## config.mk

```make
export PLATFORM = sky130hd
export DESIGN_NAME = uarts_core
export DESIGN_NICKNAME = d
export VERILOG_FILES = /design/src/hw/uarts_pkg.sv /design/src/hw/uarts_core.sv
export SDC_FILE = /design/constraint.sdc
export NUM_CORES = 1
export LEC_CHECK = 0
export BUFFER_PORTS_ARGS = -buffer_cell sky130_fd_sc_hd__buf_4
export CELL_PAD_IN_SITES_DETAIL_PLACEMENT = 1
export CELL_PAD_IN_SITES_GLOBAL_PLACEMENT = 2
export CORE_ASPECT_RATIO = 1.25
export CORE_MARGIN = 3
export CORE_UTILIZATION = 31
export CTS_CLUSTER_DIAMETER = 150
export DETAILED_ROUTE_END_ITERATION = 7
export HOLD_SLACK_MARGIN = 0.08
export PLACE_DENSITY = 0.73
export SYNTH_ARGS = -nofsm -noshare
export SYNTH_HDL_FRONTEND = slang
export SYNTH_SLANG_ARGS = --single-unit
```

## constraint.sdc

```tcl
create_clock -name clk_in -period 2.2 [get_ports clk_in]
set_input_delay 0.11 -clock clk_in [delete_from_list [all_inputs] [get_ports clk_in]]
set_output_delay 0.11 -clock clk_in [all_outputs]
set_load 0.03 [all_outputs]
```

## src/hw/uarts_pkg.sv

```systemverilog
// uarts_pkg: register map, field positions, reset values and shared types
// of the asynchronous serial transceiver core.
// assumes a 32-bit APB slave with word-aligned registers.
package uarts_pkg;

  // ************************************
  // register byte offsets
  // ************************************
  localparam logic [7:0] UARTS_CTRL_ONE_OFS = 8'h00;
  localparam logic [7:0] UARTS_CTRL_TWO_OFS = 8'h04;
  localparam logic [7:0] UARTS_DIVISOR_OFS = 8'h08;
  localparam logic [7:0] UARTS_STATUS_OFS = 8'h0C;
  localparam logic [7:0] UARTS_TX_BUF_OFS = 8'h10;
  localparam logic [7:0] UARTS_RX_BUF_OFS = 8'h14;

  // ************************************
  // control one fields
  // ************************************
  localparam int UARTS_C1_TXE = 0;
  localparam int UARTS_C1_RXE = 1;
  localparam int UARTS_C1_PE = 2;
  localparam int UARTS_C1_ODD = 3;
  localparam int UARTS_C1_STB = 4;
  localparam int UARTS_C1_IRDA = 5;
  localparam int UARTS_C1_LPM = 6;
  localparam int UARTS_C1_BRG_LO = 8;
  // control two fields
  localparam int UARTS_C2_RTS_LO = 0;
  localparam int UARTS_C2_NF_LO = 3;
  // status fields
  localparam int UARTS_ST_RX_BUFFER_FULL_FLAG = 0;
  localparam int UARTS_ST_PARITY_ERROR_FLAG = 1;
  localparam int UARTS_ST_FRAMING_ERROR_FLAG = 2;
  localparam int UARTS_ST_OVERRUN_ERROR_FLAG = 3;
  localparam int UARTS_ST_TX_BUFFER_FULL_FLAG = 4;
  localparam int UARTS_ST_TBSY = 5;

  // ************************************
  // reset values and counts
  // ************************************
  localparam logic [7:0] UARTS_DIVISOR_RST = 8'h00;
  localparam logic [4:0] UARTS_SAMPLE_A = 5'h08;
  localparam logic [4:0] UARTS_SAMPLE_B = 5'h07;
  localparam logic [4:0] UARTS_SAMPLE_C = 5'h06;
  localparam logic [3:0] UARTS_LAST_DATA_IDX = 4'h8;
  localparam logic [3:0] UARTS_FIRST_TAIL_IDX = 4'h9;

  typedef struct packed {
    logic [1:0] baud_clock_source_select;
    logic lpm;
    logic irda;
    logic stb;
    logic odd;
    logic pe;
    logic receive_enable_bit;
    logic txe;
  } uarts_cfg_t;

  typedef struct packed {
    logic overrun_error_flag;
    logic framing_error_flag;
    logic parity_error_flag;
    logic rx_buffer_full_flag;
  } uarts_rxflag_t;

endpackage

```

## src/hw/uarts_core.sv

```systemverilog
// uarts_core: APB-attached asynchronous serial transceiver with bit-tick
// generation, noise filter, majority sampling, transmit and receive paths.
// assumes serial_rx_pin_in is asynchronous; everything else is on clk_in.
`timescale 1ns/1ns
module uarts_core
  import uarts_pkg::*;
(
  input wire logic clk_in, // 100 MHz system clock
  input wire logic rst_n_in, // synchronous reset, active low
  input wire logic psel_in, // apb select
  input wire logic penable_in, // apb enable
  input wire logic pwrite_in, // apb direction, high writes
  input wire logic [7:0] paddr_in, // apb byte address
  input wire logic [31:0] pwdata_in, // apb write data
  output logic [31:0] prdata_out, // apb read data
  output logic pready_out, // apb ready
  output logic pslverr_out, // apb error on unmapped address
  input wire logic serial_rx_pin_in, // asynchronous receive line
  output logic serial_tx_pin_out, // transmit line
  output logic tx_interrupt_request_out, // one-cycle transmit request
  output logic rx_interrupt_request_out // one-cycle receive request
);

  typedef enum logic [1:0] {
    UARTS_IDLE = 2'b01,
    UARTS_BUSY = 2'b10
  } uarts_state_t;

  // ************************************
  // helper functions
  // ************************************
  // tick count minus one for bit number idx
  function automatic logic [4:0] bit_top(input logic [2:0] sel, input logic [3:0] idx);
    logic [4:0] top;
    top = 5'h0F;
    unique case (sel)
      3'h1: top = idx[0] ? 5'h10 : 5'h0F;
      3'h2: top = 5'h0E;
      3'h3: top = idx[0] ? 5'h0F : 5'h0E;
      3'h4: top = 5'h10;
      default: top = 5'h0F;
    endcase
    return top;
  endfunction

  function automatic logic [3:0] last_idx(input uarts_cfg_t c);
    return UARTS_FIRST_TAIL_IDX + {3'h0, c.pe} + {3'h0, c.stb};
  endfunction

  function automatic logic maj3(input logic a, input logic b, input logic c);
    return (a & b) | (a & c) | (b & c);
  endfunction

  // ************************************
  // registers
  // ************************************
  uarts_cfg_t cfg_ff;
  logic [2:0] ticks_per_bit_select_ff;
  logic [1:0] nfsel_ff;
  logic [7:0] divisor_ff;
  logic [7:0] tx_buf_ff;
  logic tx_buffer_full_flag_ff;
  logic [7:0] rx_buf_ff;
  uarts_rxflag_t flag_ff;
  uarts_rxflag_t snap_ff;
  logic pready_ff;
  logic pslverr_ff;
  logic [31:0] prdata_ff;

  logic acc_done;
  logic wr_done;
  logic rd_done;
  logic mapped;
  logic status_rd;
  logic rxbuf_rd;
  logic txbuf_wr;

  assign acc_done = psel_in & penable_in & pready_ff;
  assign wr_done = acc_done & pwrite_in;
  assign rd_done = acc_done & ~pwrite_in;
  assign status_rd = rd_done & (paddr_in == UARTS_STATUS_OFS);
  assign rxbuf_rd = rd_done & (paddr_in == UARTS_RX_BUF_OFS);
  assign txbuf_wr = wr_done & (paddr_in == UARTS_TX_BUF_OFS);

  always_comb begin
    unique case (paddr_in)
      UARTS_CTRL_ONE_OFS, UARTS_CTRL_TWO_OFS, UARTS_DIVISOR_OFS,
      UARTS_STATUS_OFS, UARTS_TX_BUF_OFS, UARTS_RX_BUF_OFS: mapped = 1'b1;
      default: mapped = 1'b0;
    endcase
  end

  // ************************************
  // apb slave: one wait state per access
  // ************************************
  logic tx_busy;
  always_ff @(posedge clk_in) begin
    if (!rst_n_in) begin
      pready_ff <= 1'b0;
      pslverr_ff <= 1'b0;
      prdata_ff <= 32'h0000_0000;
    end else if (psel_in && penable_in && !pready_ff) begin
      pready_ff <= 1'b1;
      pslverr_ff <= ~mapped;
      prdata_ff <= 32'h0000_0000;
      if (!pwrite_in) begin
        unique case (paddr_in)
          UARTS_CTRL_ONE_OFS: prdata_ff <= {22'h0, cfg_ff.baud_clock_source_select, 1'b0, cfg_ff.lpm,
              cfg_ff.irda, cfg_ff.stb, cfg_ff.odd, cfg_ff.pe, cfg_ff.receive_enable_bit, cfg_ff.txe};
          UARTS_CTRL_TWO_OFS: prdata_ff <= {27'h0, nfsel_ff, ticks_per_bit_select_ff};
          UARTS_DIVISOR_OFS: prdata_ff <= {24'h0, divisor_ff};
          UARTS_STATUS_OFS: prdata_ff <= {26'h0, tx_busy, tx_buffer_full_flag_ff, flag_ff};
          UARTS_RX_BUF_OFS: prdata_ff <= {24'h0, rx_buf_ff};
          default: prdata_ff <= 32'h0000_0000;
        endcase
      end
    end else begin
      pready_ff <= 1'b0;
      pslverr_ff <= 1'b0;
    end
  end

  always_ff @(posedge clk_in) begin
    if (!rst_n_in) begin
      cfg_ff <= '0;
      ticks_per_bit_select_ff <= 3'h0;
      nfsel_ff <= 2'h0;
      divisor_ff <= UARTS_DIVISOR_RST;
    end else if (wr_done) begin
      if (paddr_in == UARTS_CTRL_ONE_OFS) begin
        cfg_ff <= {pwdata_in[UARTS_C1_BRG_LO+1:UARTS_C1_BRG_LO], pwdata_in[UARTS_C1_LPM],
            pwdata_in[UARTS_C1_IRDA], pwdata_in[UARTS_C1_STB], pwdata_in[UARTS_C1_ODD],
            pwdata_in[UARTS_C1_PE], pwdata_in[UARTS_C1_RXE], pwdata_in[UARTS_C1_TXE]};
      end
      if (paddr_in == UARTS_CTRL_TWO_OFS) begin
        ticks_per_bit_select_ff <= pwdata_in[UARTS_C2_RTS_LO+2:UARTS_C2_RTS_LO];
        nfsel_ff <= pwdata_in[UARTS_C2_NF_LO+1:UARTS_C2_NF_LO];
      end
      if (paddr_in == UARTS_DIVISOR_OFS) begin
        divisor_ff <= pwdata_in[7:0];
      end
    end
  end

  // ************************************
  // base clock and bit tick
  // ************************************
  logic [2:0] presc_ff;
  logic [7:0] div_cnt_ff;
  logic base_pulse;
  logic tick;

  always_comb begin
    unique case (cfg_ff.baud_clock_source_select)
      2'h1: base_pulse = (presc_ff[0] == 1'b0);
      2'h2: base_pulse = (presc_ff[1:0] == 2'h0);
      2'h3: base_pulse = (presc_ff == 3'h0);
      default: base_pulse = 1'b1;
    endcase
  end
  // one tick every divisor+1 base periods
  assign tick = base_pulse & (div_cnt_ff == divisor_ff);

  always_ff @(posedge clk_in) begin
    if (!rst_n_in) begin
      presc_ff <= 3'h0;
      div_cnt_ff <= 8'h00;
    end else begin
      presc_ff <= presc_ff + 3'h1;
      if (base_pulse) begin
        div_cnt_ff <= tick ? 8'h00 : div_cnt_ff + 8'h01;
      end
    end
  end

  // ************************************
  // rx synchroniser and noise filter
  // ************************************
  logic rx_meta_ff;
  logic rx_sync_ff;
  logic rx_filt_ff;
  logic rx_prev_ff;
  logic [2:0] flt_cnt_ff;
  logic [2:0] flt_need;

  always_ff @(posedge clk_in) begin
    if (!rst_n_in) begin
      rx_meta_ff <= 1'b1;
      rx_sync_ff <= 1'b1;
    end else begin
      rx_meta_ff <= serial_rx_pin_in;
      rx_sync_ff <= rx_meta_ff;
    end
  end

  // a tick is divisor+1 base periods, so k stable ticks rejects k-1 tick periods, passes k
  always_comb begin
    unique case (nfsel_ff)
      2'h1: flt_need = 3'h1;
      2'h2: flt_need = 3'h2;
      2'h3: flt_need = 3'h4;
      default: flt_need = 3'h0;
    endcase
  end

  always_ff @(posedge clk_in) begin
    if (!rst_n_in) begin
      rx_filt_ff <= 1'b1;
      flt_cnt_ff <= 3'h0;
    end else if (nfsel_ff == 2'h0) begin
      rx_filt_ff <= rx_sync_ff;
      flt_cnt_ff <= 3'h0;
    end else if (rx_sync_ff == rx_filt_ff) begin
      flt_cnt_ff <= 3'h0;
    end else if (tick) begin
      if (flt_cnt_ff + 3'h1 >= flt_need) begin
        rx_filt_ff <= rx_sync_ff;
        flt_cnt_ff <= 3'h0;
      end else begin
        flt_cnt_ff <= flt_cnt_ff + 3'h1;
      end
    end
  end

  // ************************************
  // receiver
  // ************************************
  uarts_state_t rx_state_ff;
  logic [4:0] rx_cnt_ff;
  logic [3:0] rx_idx_ff;
  logic [1:0] rx_samp_ff;
  logic [7:0] rx_shift_ff;
  logic rx_par_ff;
  logic rx_stop_bad_ff;
  logic rx_discard_ff;
  logic rx_vote;
  logic rx_decide;
  logic rx_end;
  logic rx_ovr_set;
  logic rx_load;
  logic rx_parity_error_flag_set;
  logic rx_framing_error_flag_set;
  logic rx_irq;

  assign rx_vote = maj3(rx_samp_ff[1], rx_samp_ff[0], rx_filt_ff);
  // ticks 8..6 sit the same distance before the end of every bit whatever its length
  assign rx_decide = (rx_state_ff == UARTS_BUSY) & tick & (rx_cnt_ff == UARTS_SAMPLE_C);
  assign rx_end = rx_decide & (rx_idx_ff == last_idx(cfg_ff));
  assign rx_ovr_set = rx_decide & (rx_idx_ff == UARTS_LAST_DATA_IDX) & flag_ff.rx_buffer_full_flag
      & ~rx_discard_ff;
  assign rx_load = rx_end & ~rx_discard_ff;
  assign rx_parity_error_flag_set = rx_load & cfg_ff.pe
      & (rx_par_ff != (^rx_shift_ff ^ cfg_ff.odd));
  assign rx_framing_error_flag_set = rx_load & (rx_stop_bad_ff | ~rx_vote);
  // a frame dropped while overrun already stands raises nothing
  assign rx_irq = rx_load | (rx_ovr_set & ~flag_ff.overrun_error_flag);

  always_ff @(posedge clk_in) begin
    if (!rst_n_in) begin
      rx_state_ff <= UARTS_IDLE;
      rx_cnt_ff <= 5'h00;
      rx_idx_ff <= 4'h0;
      rx_samp_ff <= 2'h0;
    end else if (!cfg_ff.receive_enable_bit) begin
      rx_state_ff <= UARTS_IDLE;
    end else begin
      unique case (rx_state_ff)
        UARTS_IDLE: begin
          if (rx_prev_ff && !rx_filt_ff) begin
            rx_state_ff <= UARTS_BUSY;
            rx_cnt_ff <= bit_top(ticks_per_bit_select_ff, 4'h0);
            rx_idx_ff <= 4'h0;
          end
        end
        UARTS_BUSY: begin
          if (tick) begin
            if (rx_cnt_ff == UARTS_SAMPLE_A) rx_samp_ff[1] <= rx_filt_ff;
            if (rx_cnt_ff == UARTS_SAMPLE_B) rx_samp_ff[0] <= rx_filt_ff;
            if (rx_decide && rx_idx_ff == 4'h0 && rx_vote) begin
              rx_state_ff <= UARTS_IDLE;
            end else if (rx_end) begin
              rx_state_ff <= UARTS_IDLE;
            end else if (rx_cnt_ff == 5'h00) begin
              rx_idx_ff <= rx_idx_ff + 4'h1;
              rx_cnt_ff <= bit_top(ticks_per_bit_select_ff, rx_idx_ff + 4'h1);
            end else begin
              rx_cnt_ff <= rx_cnt_ff - 5'h01;
            end
          end
        end
      endcase
    end
  end

  always_ff @(posedge clk_in) begin
    if (!rst_n_in) begin
      rx_shift_ff <= 8'h00;
      rx_par_ff <= 1'b0;
      rx_stop_bad_ff <= 1'b0;
      rx_discard_ff <= 1'b0;
    end else if (rx_decide) begin
      if (rx_idx_ff == 4'h0) begin
        rx_stop_bad_ff <= 1'b0;
        rx_discard_ff <= 1'b0;
      end else if (rx_idx_ff <= UARTS_LAST_DATA_IDX) begin
        rx_shift_ff <= {rx_vote, rx_shift_ff[7:1]};
        if (rx_idx_ff == UARTS_LAST_DATA_IDX) begin
          rx_discard_ff <= flag_ff.rx_buffer_full_flag;
        end
      end else if (rx_idx_ff == UARTS_FIRST_TAIL_IDX && cfg_ff.pe) begin
        rx_par_ff <= rx_vote;
      end else if (!rx_vote) begin
        rx_stop_bad_ff <= 1'b1;
      end
    end
  end

  always_ff @(posedge clk_in) begin
    if (!rst_n_in) begin
      rx_prev_ff <= 1'b1;
    end else begin
      rx_prev_ff <= rx_filt_ff;
    end
  end

  // ************************************
  // receive buffer and status flags
  // ************************************
  always_ff @(posedge clk_in) begin
    if (!rst_n_in) begin
      rx_buf_ff <= 8'h00;
    end else if (rx_load) begin
      rx_buf_ff <= rx_shift_ff;
    end
  end

  // only flags seen set by the last status read may be cleared
  always_ff @(posedge clk_in) begin
    if (!rst_n_in) begin
      snap_ff <= '0;
    end else if (status_rd) begin
      snap_ff <= flag_ff;
    end else if (rxbuf_rd) begin
      snap_ff <= '0;
    end
  end

  // set wins over a clear landing in the same cycle
  always_ff @(posedge clk_in) begin
    if (!rst_n_in) begin
      flag_ff <= '0;
    end else begin
      flag_ff.rx_buffer_full_flag <= rx_load | (flag_ff.rx_buffer_full_flag & ~(rxbuf_rd & snap_ff.rx_buffer_full_flag));
      flag_ff.parity_error_flag <= rx_parity_error_flag_set | (flag_ff.parity_error_flag & ~(rxbuf_rd & snap_ff.parity_error_flag));
      flag_ff.framing_error_flag <= rx_framing_error_flag_set | (flag_ff.framing_error_flag & ~(rxbuf_rd & snap_ff.framing_error_flag));
      flag_ff.overrun_error_flag <= rx_ovr_set | (flag_ff.overrun_error_flag & ~(rxbuf_rd & snap_ff.overrun_error_flag));
    end
  end

  // ************************************
  // transmitter
  // ************************************
  uarts_state_t tx_state_ff;
  logic [4:0] tx_cnt_ff;
  logic [3:0] tx_idx_ff;
  logic [7:0] tx_shift_ff;
  logic tx_par_ff;
  logic tx_bit;
  logic tx_start;
  logic tx_line_ff;
  logic tx_irq_ff;
  logic rx_irq_ff;

  assign tx_busy = (tx_state_ff == UARTS_BUSY);
  assign tx_start = (tx_state_ff == UARTS_IDLE) & tx_buffer_full_flag_ff & cfg_ff.txe & ~cfg_ff.lpm;

  always_comb begin
    if (tx_idx_ff == 4'h0) begin
      tx_bit = 1'b0;
    end else if (tx_idx_ff <= UARTS_LAST_DATA_IDX) begin
      tx_bit = tx_shift_ff[0];
    end else if (tx_idx_ff == UARTS_FIRST_TAIL_IDX && cfg_ff.pe) begin
      tx_bit = tx_par_ff;
    end else begin
      tx_bit = 1'b1;
    end
  end

  always_ff @(posedge clk_in) begin
    if (!rst_n_in) begin
      tx_buf_ff <= 8'h00;
      tx_buffer_full_flag_ff <= 1'b0;
    end else begin
      if (txbuf_wr) begin
        tx_buf_ff <= pwdata_in[7:0];
      end
      // a write in the hand-off cycle is kept as the next byte
      if (txbuf_wr) begin
        tx_buffer_full_flag_ff <= 1'b1;
      end else if (tx_start) begin
        tx_buffer_full_flag_ff <= 1'b0;
      end
    end
  end

  always_ff @(posedge clk_in) begin
    if (!rst_n_in) begin
      tx_state_ff <= UARTS_IDLE;
      tx_cnt_ff <= 5'h00;
      tx_idx_ff <= 4'h0;
      tx_shift_ff <= 8'h00;
      tx_par_ff <= 1'b0;
    end else if (!cfg_ff.txe) begin
      tx_state_ff <= UARTS_IDLE;
    end else begin
      unique case (tx_state_ff)
        UARTS_IDLE: begin
          if (tx_start) begin
            tx_state_ff <= UARTS_BUSY;
            tx_shift_ff <= tx_buf_ff;
            tx_par_ff <= ^tx_buf_ff ^ cfg_ff.odd;
            tx_idx_ff <= 4'h0;
            tx_cnt_ff <= bit_top(ticks_per_bit_select_ff, 4'h0);
          end
        end
        UARTS_BUSY: begin
          if (tick) begin
            if (tx_cnt_ff != 5'h00) begin
              tx_cnt_ff <= tx_cnt_ff - 5'h01;
            end else if (tx_idx_ff == last_idx(cfg_ff)) begin
              tx_state_ff <= UARTS_IDLE;
            end else begin
              if (tx_idx_ff != 4'h0 && tx_idx_ff <= UARTS_LAST_DATA_IDX) begin
                tx_shift_ff <= {1'b0, tx_shift_ff[7:1]};
              end
              tx_idx_ff <= tx_idx_ff + 4'h1;
              tx_cnt_ff <= bit_top(ticks_per_bit_select_ff, tx_idx_ff + 4'h1);
            end
          end
        end
      endcase
    end
  end

  // infrared mode inverts the line, so its idle level is low
  always_ff @(posedge clk_in) begin
    if (!rst_n_in) begin
      tx_line_ff <= 1'b1;
    end else if (!cfg_ff.txe || cfg_ff.lpm || !tx_busy) begin
      tx_line_ff <= ~cfg_ff.irda;
    end else begin
      tx_line_ff <= tx_bit ^ cfg_ff.irda;
    end
  end

  always_ff @(posedge clk_in) begin
    if (!rst_n_in) begin
      tx_irq_ff <= 1'b0;
      rx_irq_ff <= 1'b0;
    end else begin
      tx_irq_ff <= tx_start;
      rx_irq_ff <= rx_irq;
    end
  end

  assign prdata_out = prdata_ff;
  assign pready_out = pready_ff;
  assign pslverr_out = pslverr_ff;
  assign serial_tx_pin_out = tx_line_ff;
  assign tx_interrupt_request_out = tx_irq_ff;
  assign rx_interrupt_request_out = rx_irq_ff;

endmodule

```

# ---- Word-level counts from Yosys, hierarchy flattened
# Index checks and enable logic that the tools add are counted.
dict set report word_totals {
  regBits 146
  in_bits 46
  wordCells 294
  output_inout_bits 37
}
dict set report op_classes {
  add_sub_neg 9
  bitwise 59
  reduce_logical 55
  n_mux 72
  magnitude_cmp 3
  eq_ne 47
}
# cell n
set ops {}
lappend ops {{$mux W5} 11}
lappend ops {{$pmux W10 S5} 1}
lappend ops {{$mux W8} 6}
lappend ops {{$mux W4} 11}
lappend ops {{$pmux W5 S4} 2}
lappend ops {{$and A1 B1 Y1} 33}
lappend ops {{$pmux W5 S2} 3}
lappend ops {{$reduce_and A4 Y1} 6}
lappend ops {{$mux W1} 21}
lappend ops {{$ne A2 B2 Y1 const B} 10}
lappend ops {{$eq A8 B4 Y1 const B} 2}
lappend ops {{$eq A8 B5 Y1 const B} 2}
lappend ops {{$mux W2} 8}
lappend ops {{$pmux W4 S2} 2}
lappend ops {{$pmux W8 S2} 1}
lappend ops {{$reduce_xor A8 Y1} 2}
lappend ops {{$not A1 Y1} 15}
lappend ops {{$reduce_and A3 Y1} 5}
lappend ops {{$eq A2 B2 Y1 const B} 6}
lappend ops {{$eq A4 B4 Y1 const B} 3}
lappend ops {{$reduce_and A2 Y1} 6}
lappend ops {{$reduce_and A6 Y1} 2}
lappend ops {{$reduce_bool A2 Y1} 6}
lappend ops {{$eq A5 B3 Y1 const B} 2}
lappend ops {{42 further kinds} 79}

# ---- Depth between registers and ports, before layout
dict set report logic_depth {
  word_depth 10
  ltp_mapped 9
}

# ---- Worst setup path before layout
# Ideal clock, no wire load.
dict set report synth_timing {
  path_type {register to register}
  startpoint {register presc_ff[0]}
  endpoint {register rx_stop_bad_ff}
  n_path_buf 1
  setup_time_ns 0.086
  period_less_slack_ns 2.268
  slack_ns -0.068
  required_time_ns 2.114
  arrival_time_ns 2.181
  stages_incl_launch_ff 9
  path_cell_list {dfxtp_1 -> inv_1 -> ha_1 -> a31oi_1 -> or3_1 -> or3_1 -> buf_2 -> or3_1 -> a221oi_2}
}
dict set report synth_via {
  elab_chain_cells 6
  elab_cells_between_ends 8
  cone_classes {1 x mux; 4 x bitwise; 3 x reduce/logical}
}
# item line
set synth_rtl {}
lappend synth_rtl {{from (decl)} uarts_core.sv:148} ;# logic [2:0] presc_ff;
lappend synth_rtl {{from (signal assigned)} uarts_core.sv:169} ;# presc_ff <= presc_ff + 3'h1;
lappend synth_rtl {{$logic_not A3 Y1 (tied with other cells)} uarts_core.sv:157} ;# 2'h3: base_pulse = (presc_ff == 3'h0);
lappend synth_rtl {{$pmux W1 S3 (*)} uarts_core.sv:154} ;# unique case (cfg_ff.baud_clock_source_select)
lappend synth_rtl {{$and A1 B1 Y1 (*)} uarts_core.sv:162} ;# assign tick = base_pulse & (div_cnt_ff == divisor_ff);
lappend synth_rtl {{$and A1 B1 Y1 (*) (2 in series)} uarts_core.sv:247} ;# assign rx_decide = (rx_state_ff == UARTS_BUSY) & tick & (rx_cnt_ff == UARTS_SAMPLE_C);
lappend synth_rtl {{$reduce_and A4 Y1 (no line) (*)} -}
lappend synth_rtl {{to (signal assigned)} uarts_core.sv:299} ;# rx_stop_bad_ff <= 1'b0;
lappend synth_rtl {{to (signal assigned)} uarts_core.sv:303} ;# rx_stop_bad_ff <= 1'b0;
lappend synth_rtl {{to (signal assigned)} uarts_core.sv:313} ;# rx_stop_bad_ff <= 1'b1;
lappend synth_rtl {{to (decl)} uarts_core.sv:234} ;# logic rx_stop_bad_ff;
# Mark *: on every way between the ends. The rest lies on a longest branch, timed or not.
# A chain may end at the register's enable or synchronous reset.

# ---- Worst setup path after layout
dict set report layout_timing {
  startpoint {register div_cnt_ff[2]}
  endpoint {register rx_stop_bad_ff}
}
dict set report layout_via {
  elab_chain_cells 5
}
# item line
set layout_rtl {}
lappend layout_rtl {{from (decl)} uarts_core.sv:149} ;# logic [7:0] div_cnt_ff;
lappend layout_rtl {{from (signal assigned)} uarts_core.sv:171} ;# div_cnt_ff <= tick ? 8'h00 : div_cnt_ff + 8'h01;
lappend layout_rtl {{$eq A8 B8 Y1} uarts_core.sv:162}
lappend layout_rtl {{$and A1 B1 Y1} uarts_core.sv:162}
lappend layout_rtl {{$and A1 B1 Y1 (2 in series)} uarts_core.sv:247}
lappend layout_rtl {{$reduce_and A4 Y1 (no line)} -}
# No other way between the ends.

==> out/metrics.cfg <==
[status]
status = finished clean

[critical_path]
cpPeakStageDelay_ps = 430
critPathBufInv = 0
crit_path_top_delay_cell = or3_4
crit_top_cell = or3_4
crit_type = register to register
startpoint_type = register
crit_path_end_kind = register
critPathArrivalTime_ps = 2500
required_ps = 2540
cp_top_family = simple AND/OR/NAND/NOR gates
path_cells = xnor2_2, nand4_1, or3_4, or3_4, or3_4, a221oi_2
cp_max_fo = 5

[yosys]
synth_edf_count = 0
ys_ff_latch = 124
syn_avg_cell_area_um2 = 8.26
ys.flop_type = dfxtp_1
synth.distinct_cells = 58
synthesis.area_um2 = 6330
ys_warn_count = 0
synthArstFlopShare_pct = 0
syn_inst = 766
ys_seq_area_share_pct = 39.2

[global_routing]
grt-ovfl-total = 0
antenna_found_initial = 0
grt_pass1_wl_mm = 32.3
grt_pass1_vias = 6210
grt_max_degree = 52
grt_use_total_pct = 18.1

[layout]
antenna_cells = 0
nets = 925
layout_commonest_cell = dfxtp_1
fill_cells = 2336
syn2layout_area_growth_pct = 28.5
layout_common_cells = dfxtp_1, nand2_1, buf_4
design_area_um2 = 8130
drive_above_1_share_pct = 21.4

[power_and_ir_drop]
internal-power_mw = 4.03
power_frac_seq_pct = 42.3
p_clk_share_pct = 53.2
sw_frac_of_total_pct = 24.6
peakVddDrop_mv = 0.521
power_mw = 5.34
combPwrFrac_pct = 4.6
switchingPower_mw = 1.32
powerDensity_nw_per_um2 = 657
p_leak_nw = 2.92

[sta]
worst_slew_pin_slew_ps = 640
slew_violations = 0
post-route-period-util_pct = 98.4
whs_ps = 154
skew_ps = 9.54
max-slew-margin-rel_pct = 56.9
finalHoldViolCount = 0
grt_setup_unrepaired = yes
setup_viol_count_final = 0
fin_crit_ps = 2170
fmax_mhz = 462

[routing]
routed_via_density = 5.17
vias = 5882
top_layer = met4
routedWlPerCell_um = 17.4
met3WireLength_um = 503
drc = 0
dr.pass1.iters = 4
wl_mm = 19.8
wl_met1_mm = 8.52
drtIter0Drc = 241
ant_nets = 0
route.met2.wl_mm = 10.5

[placement]
postPlaceCellArea_um2 = 7200
dp_hpwl_mm = 14.6
place_congestion = 0.835
io_buffer_count = 38

[die]
coreArea_um2 = 19800
die_w_um = 134
ios = 83
die_area_um2 = 22200
rows = 57
die_h_um = 166
start_util_pct = 32.0

[clocking]
clock_latency_ps = 420
clkTransAtPathRegs_ps = 60
cts_inserted_buffers = 17
cts_tree = built
cts.sinks = 124
clockRootBuffer = clkbuf_16
clk_path_buf_depth = 2
htree_num_levels = 4

[hold_path]
min-delay-path-class = input pin to register

[run]
maxCapViolCount = 0

-- cells in the mapped netlist, types with 2 or more instances --
cell type | instances | area share [%]
a211oi_1 | 2 | 0.24
a21boi_0 | 4 | 0.47
a21o_1 | 2 | 0.24
a21oi_1 | 70 | 5.5
a22o_1 | 5 | 0.69
a22oi_1 | 14 | 1.7
a31o_2 | 3 | 0.42
a31oi_1 | 3 | 0.30
a32o_1 | 2 | 0.32
a32oi_1 | 4 | 0.55
and2_1 | 5 | 0.49
and3_1 | 3 | 0.30
buf_1 | 2 | 0.12
buf_4 | 22 | 2.6
clkbuf_1 | 35 | 2.1
dfxtp_1 | 124 | 39
ha_1 | 19 | 3.8
inv_1 | 19 | 1.1
mux2_2 | 2 | 0.36
mux2i_1 | 15 | 2.4
mux4_2 | 5 | 1.8
nand2_1 | 98 | 5.8
nand2b_1 | 17 | 1.7
nand3_1 | 56 | 4.4
nand4_1 | 13 | 1.3
nand4b_1 | 6 | 0.83
nor2_1 | 47 | 2.8
nor2b_1 | 13 | 1.3
nor3_1 | 10 | 0.79
nor3b_1 | 4 | 0.47
nor4_1 | 5 | 0.49
nor4b_1 | 2 | 0.28
nor4bb_1 | 2 | 0.32
o211ai_1 | 10 | 1.2
o21a_1 | 5 | 0.59
o21ai_0 | 43 | 3.4
o221ai_1 | 3 | 0.42
o31ai_1 | 2 | 0.24
or3_1 | 13 | 1.3
or3b_2 | 2 | 0.28
xnor2_1 | 29 | 4.0
xor2_1 | 10 | 1.4
-- power by group through the flow --
stage | Clock [mW] | Combinational, mW | Sequential (mW)
2_1_floorplan | 0 | 0.154 | 2.31
3_3_place_gp | 0 | 0.212 | 2.31
3_5_place_dp | 0 | 0.215 | 2.31
4_1_cts | 2.90 | 0.242 | 2.26
5_1_grt | 3.00 | 0.264 | 2.26
6_report | 2.84 | 0.244 | 2.26
-- cell type report --
| cell class | count | area [um^2] | area share, % |
|---|---|---|---|
| multi-input combinational | 584 | 3720 | 45.8 |
| sequential | 124 | 2500 | 30.8 |
| timing repair buffer | 114 | 915 | 11.2 |
| clock buffer | 18 | 429 | 5.28 |
| tap | 265 | 332 | 4.08 |
| clock inverter | 14 | 160 | 1.97 |
| inverter | 19 | 71.3 | 0.877 |
-- per-stage QoR --
stage / cells / TNS (ps) / setup slack [ps] / utilization, %
2_1_floorplan: 787 / 0 / 0.680 / -
3_3_place_gp: 1088 / 0 / 23.1 / 36.4
3_5_place_dp: 1088 / -31.8 / -31.8 / 36.4
4_1_cts: 1137 / 0 / 2.55 / 40.5
5_1_grt: 1138 / -27.8 / -16.3 / 41.2
6_report: 1138 / 0 / 34.7 / 41.2
-- logic make-up (layout without fill, tap and decap cells) --
kind of cell	count (synthesis)	count (layout)	share of synthesized area [%]
mux	22	22	4.51
other cells	1	22	0.0593
buf+inv	79	165	6.01
fa+ha+maj	20	20	3.91
simple gates	299	299	23.3
xor+xnor	39	39	5.40
flops	124	124	39.2
compound gates	182	182	17.6
-- registers in the layout, indices dropped and copies added (netlist names), 3 cells and up --
name / flops
prdata_out: 10
tx_shift_ff: 8
rx_idx_ff: 4
div_cnt_ff: 8
cfg_ff: 9
divisor_ff: 8
tx_idx_ff: 4
ticks_per_bit_select_ff: 3
rx_shift_ff: 8
rx_cnt_ff: 5
tx_cnt_ff: 5
flag_ff: 4
snap_ff: 4
flt_cnt_ff: 3
tx_buf_ff: 8
rx_buf_ff: 8
presc_ff: 3
-- metal layers --
metal,up-vias,GRT usage (%)
li1,2878,-
met1,2904,21.8
met2,79,32.8
met3,21,2.61
met4,0,5.55
met5,-,0
-- path summary, 6_finish.rpt --
path	from	to	slack, ps	depth (start not counted)
worst min register to register	rx_meta_ff	rx_sync_ff	440	1
worst max register to register	div_cnt_ff[2]	rx_stop_bad_ff	30	6
worst max-delay path	div_cnt_ff[2]	rx_stop_bad_ff	30	6
worst min-delay path	paddr_in[5]	prdata_out[7]	150	5
-- timing repair --
item,4_1_cts,5_1_grt
endpoints found under the hold margin,40,0
resized for setup,11,35
hold buffers,17,0
setup buffers,0,1
setup endpoints to repair,2,38
pin swaps,7,17
-- tightest hold or removal path: cells and delay by family --
kind,cells,cell delay [ps]
buffers and inverters,1,80
AOI/OAI and AO/OA,1,70
and+or+nand+nor,3,270
No activity file was read; power rests on OpenSTA's default activity.
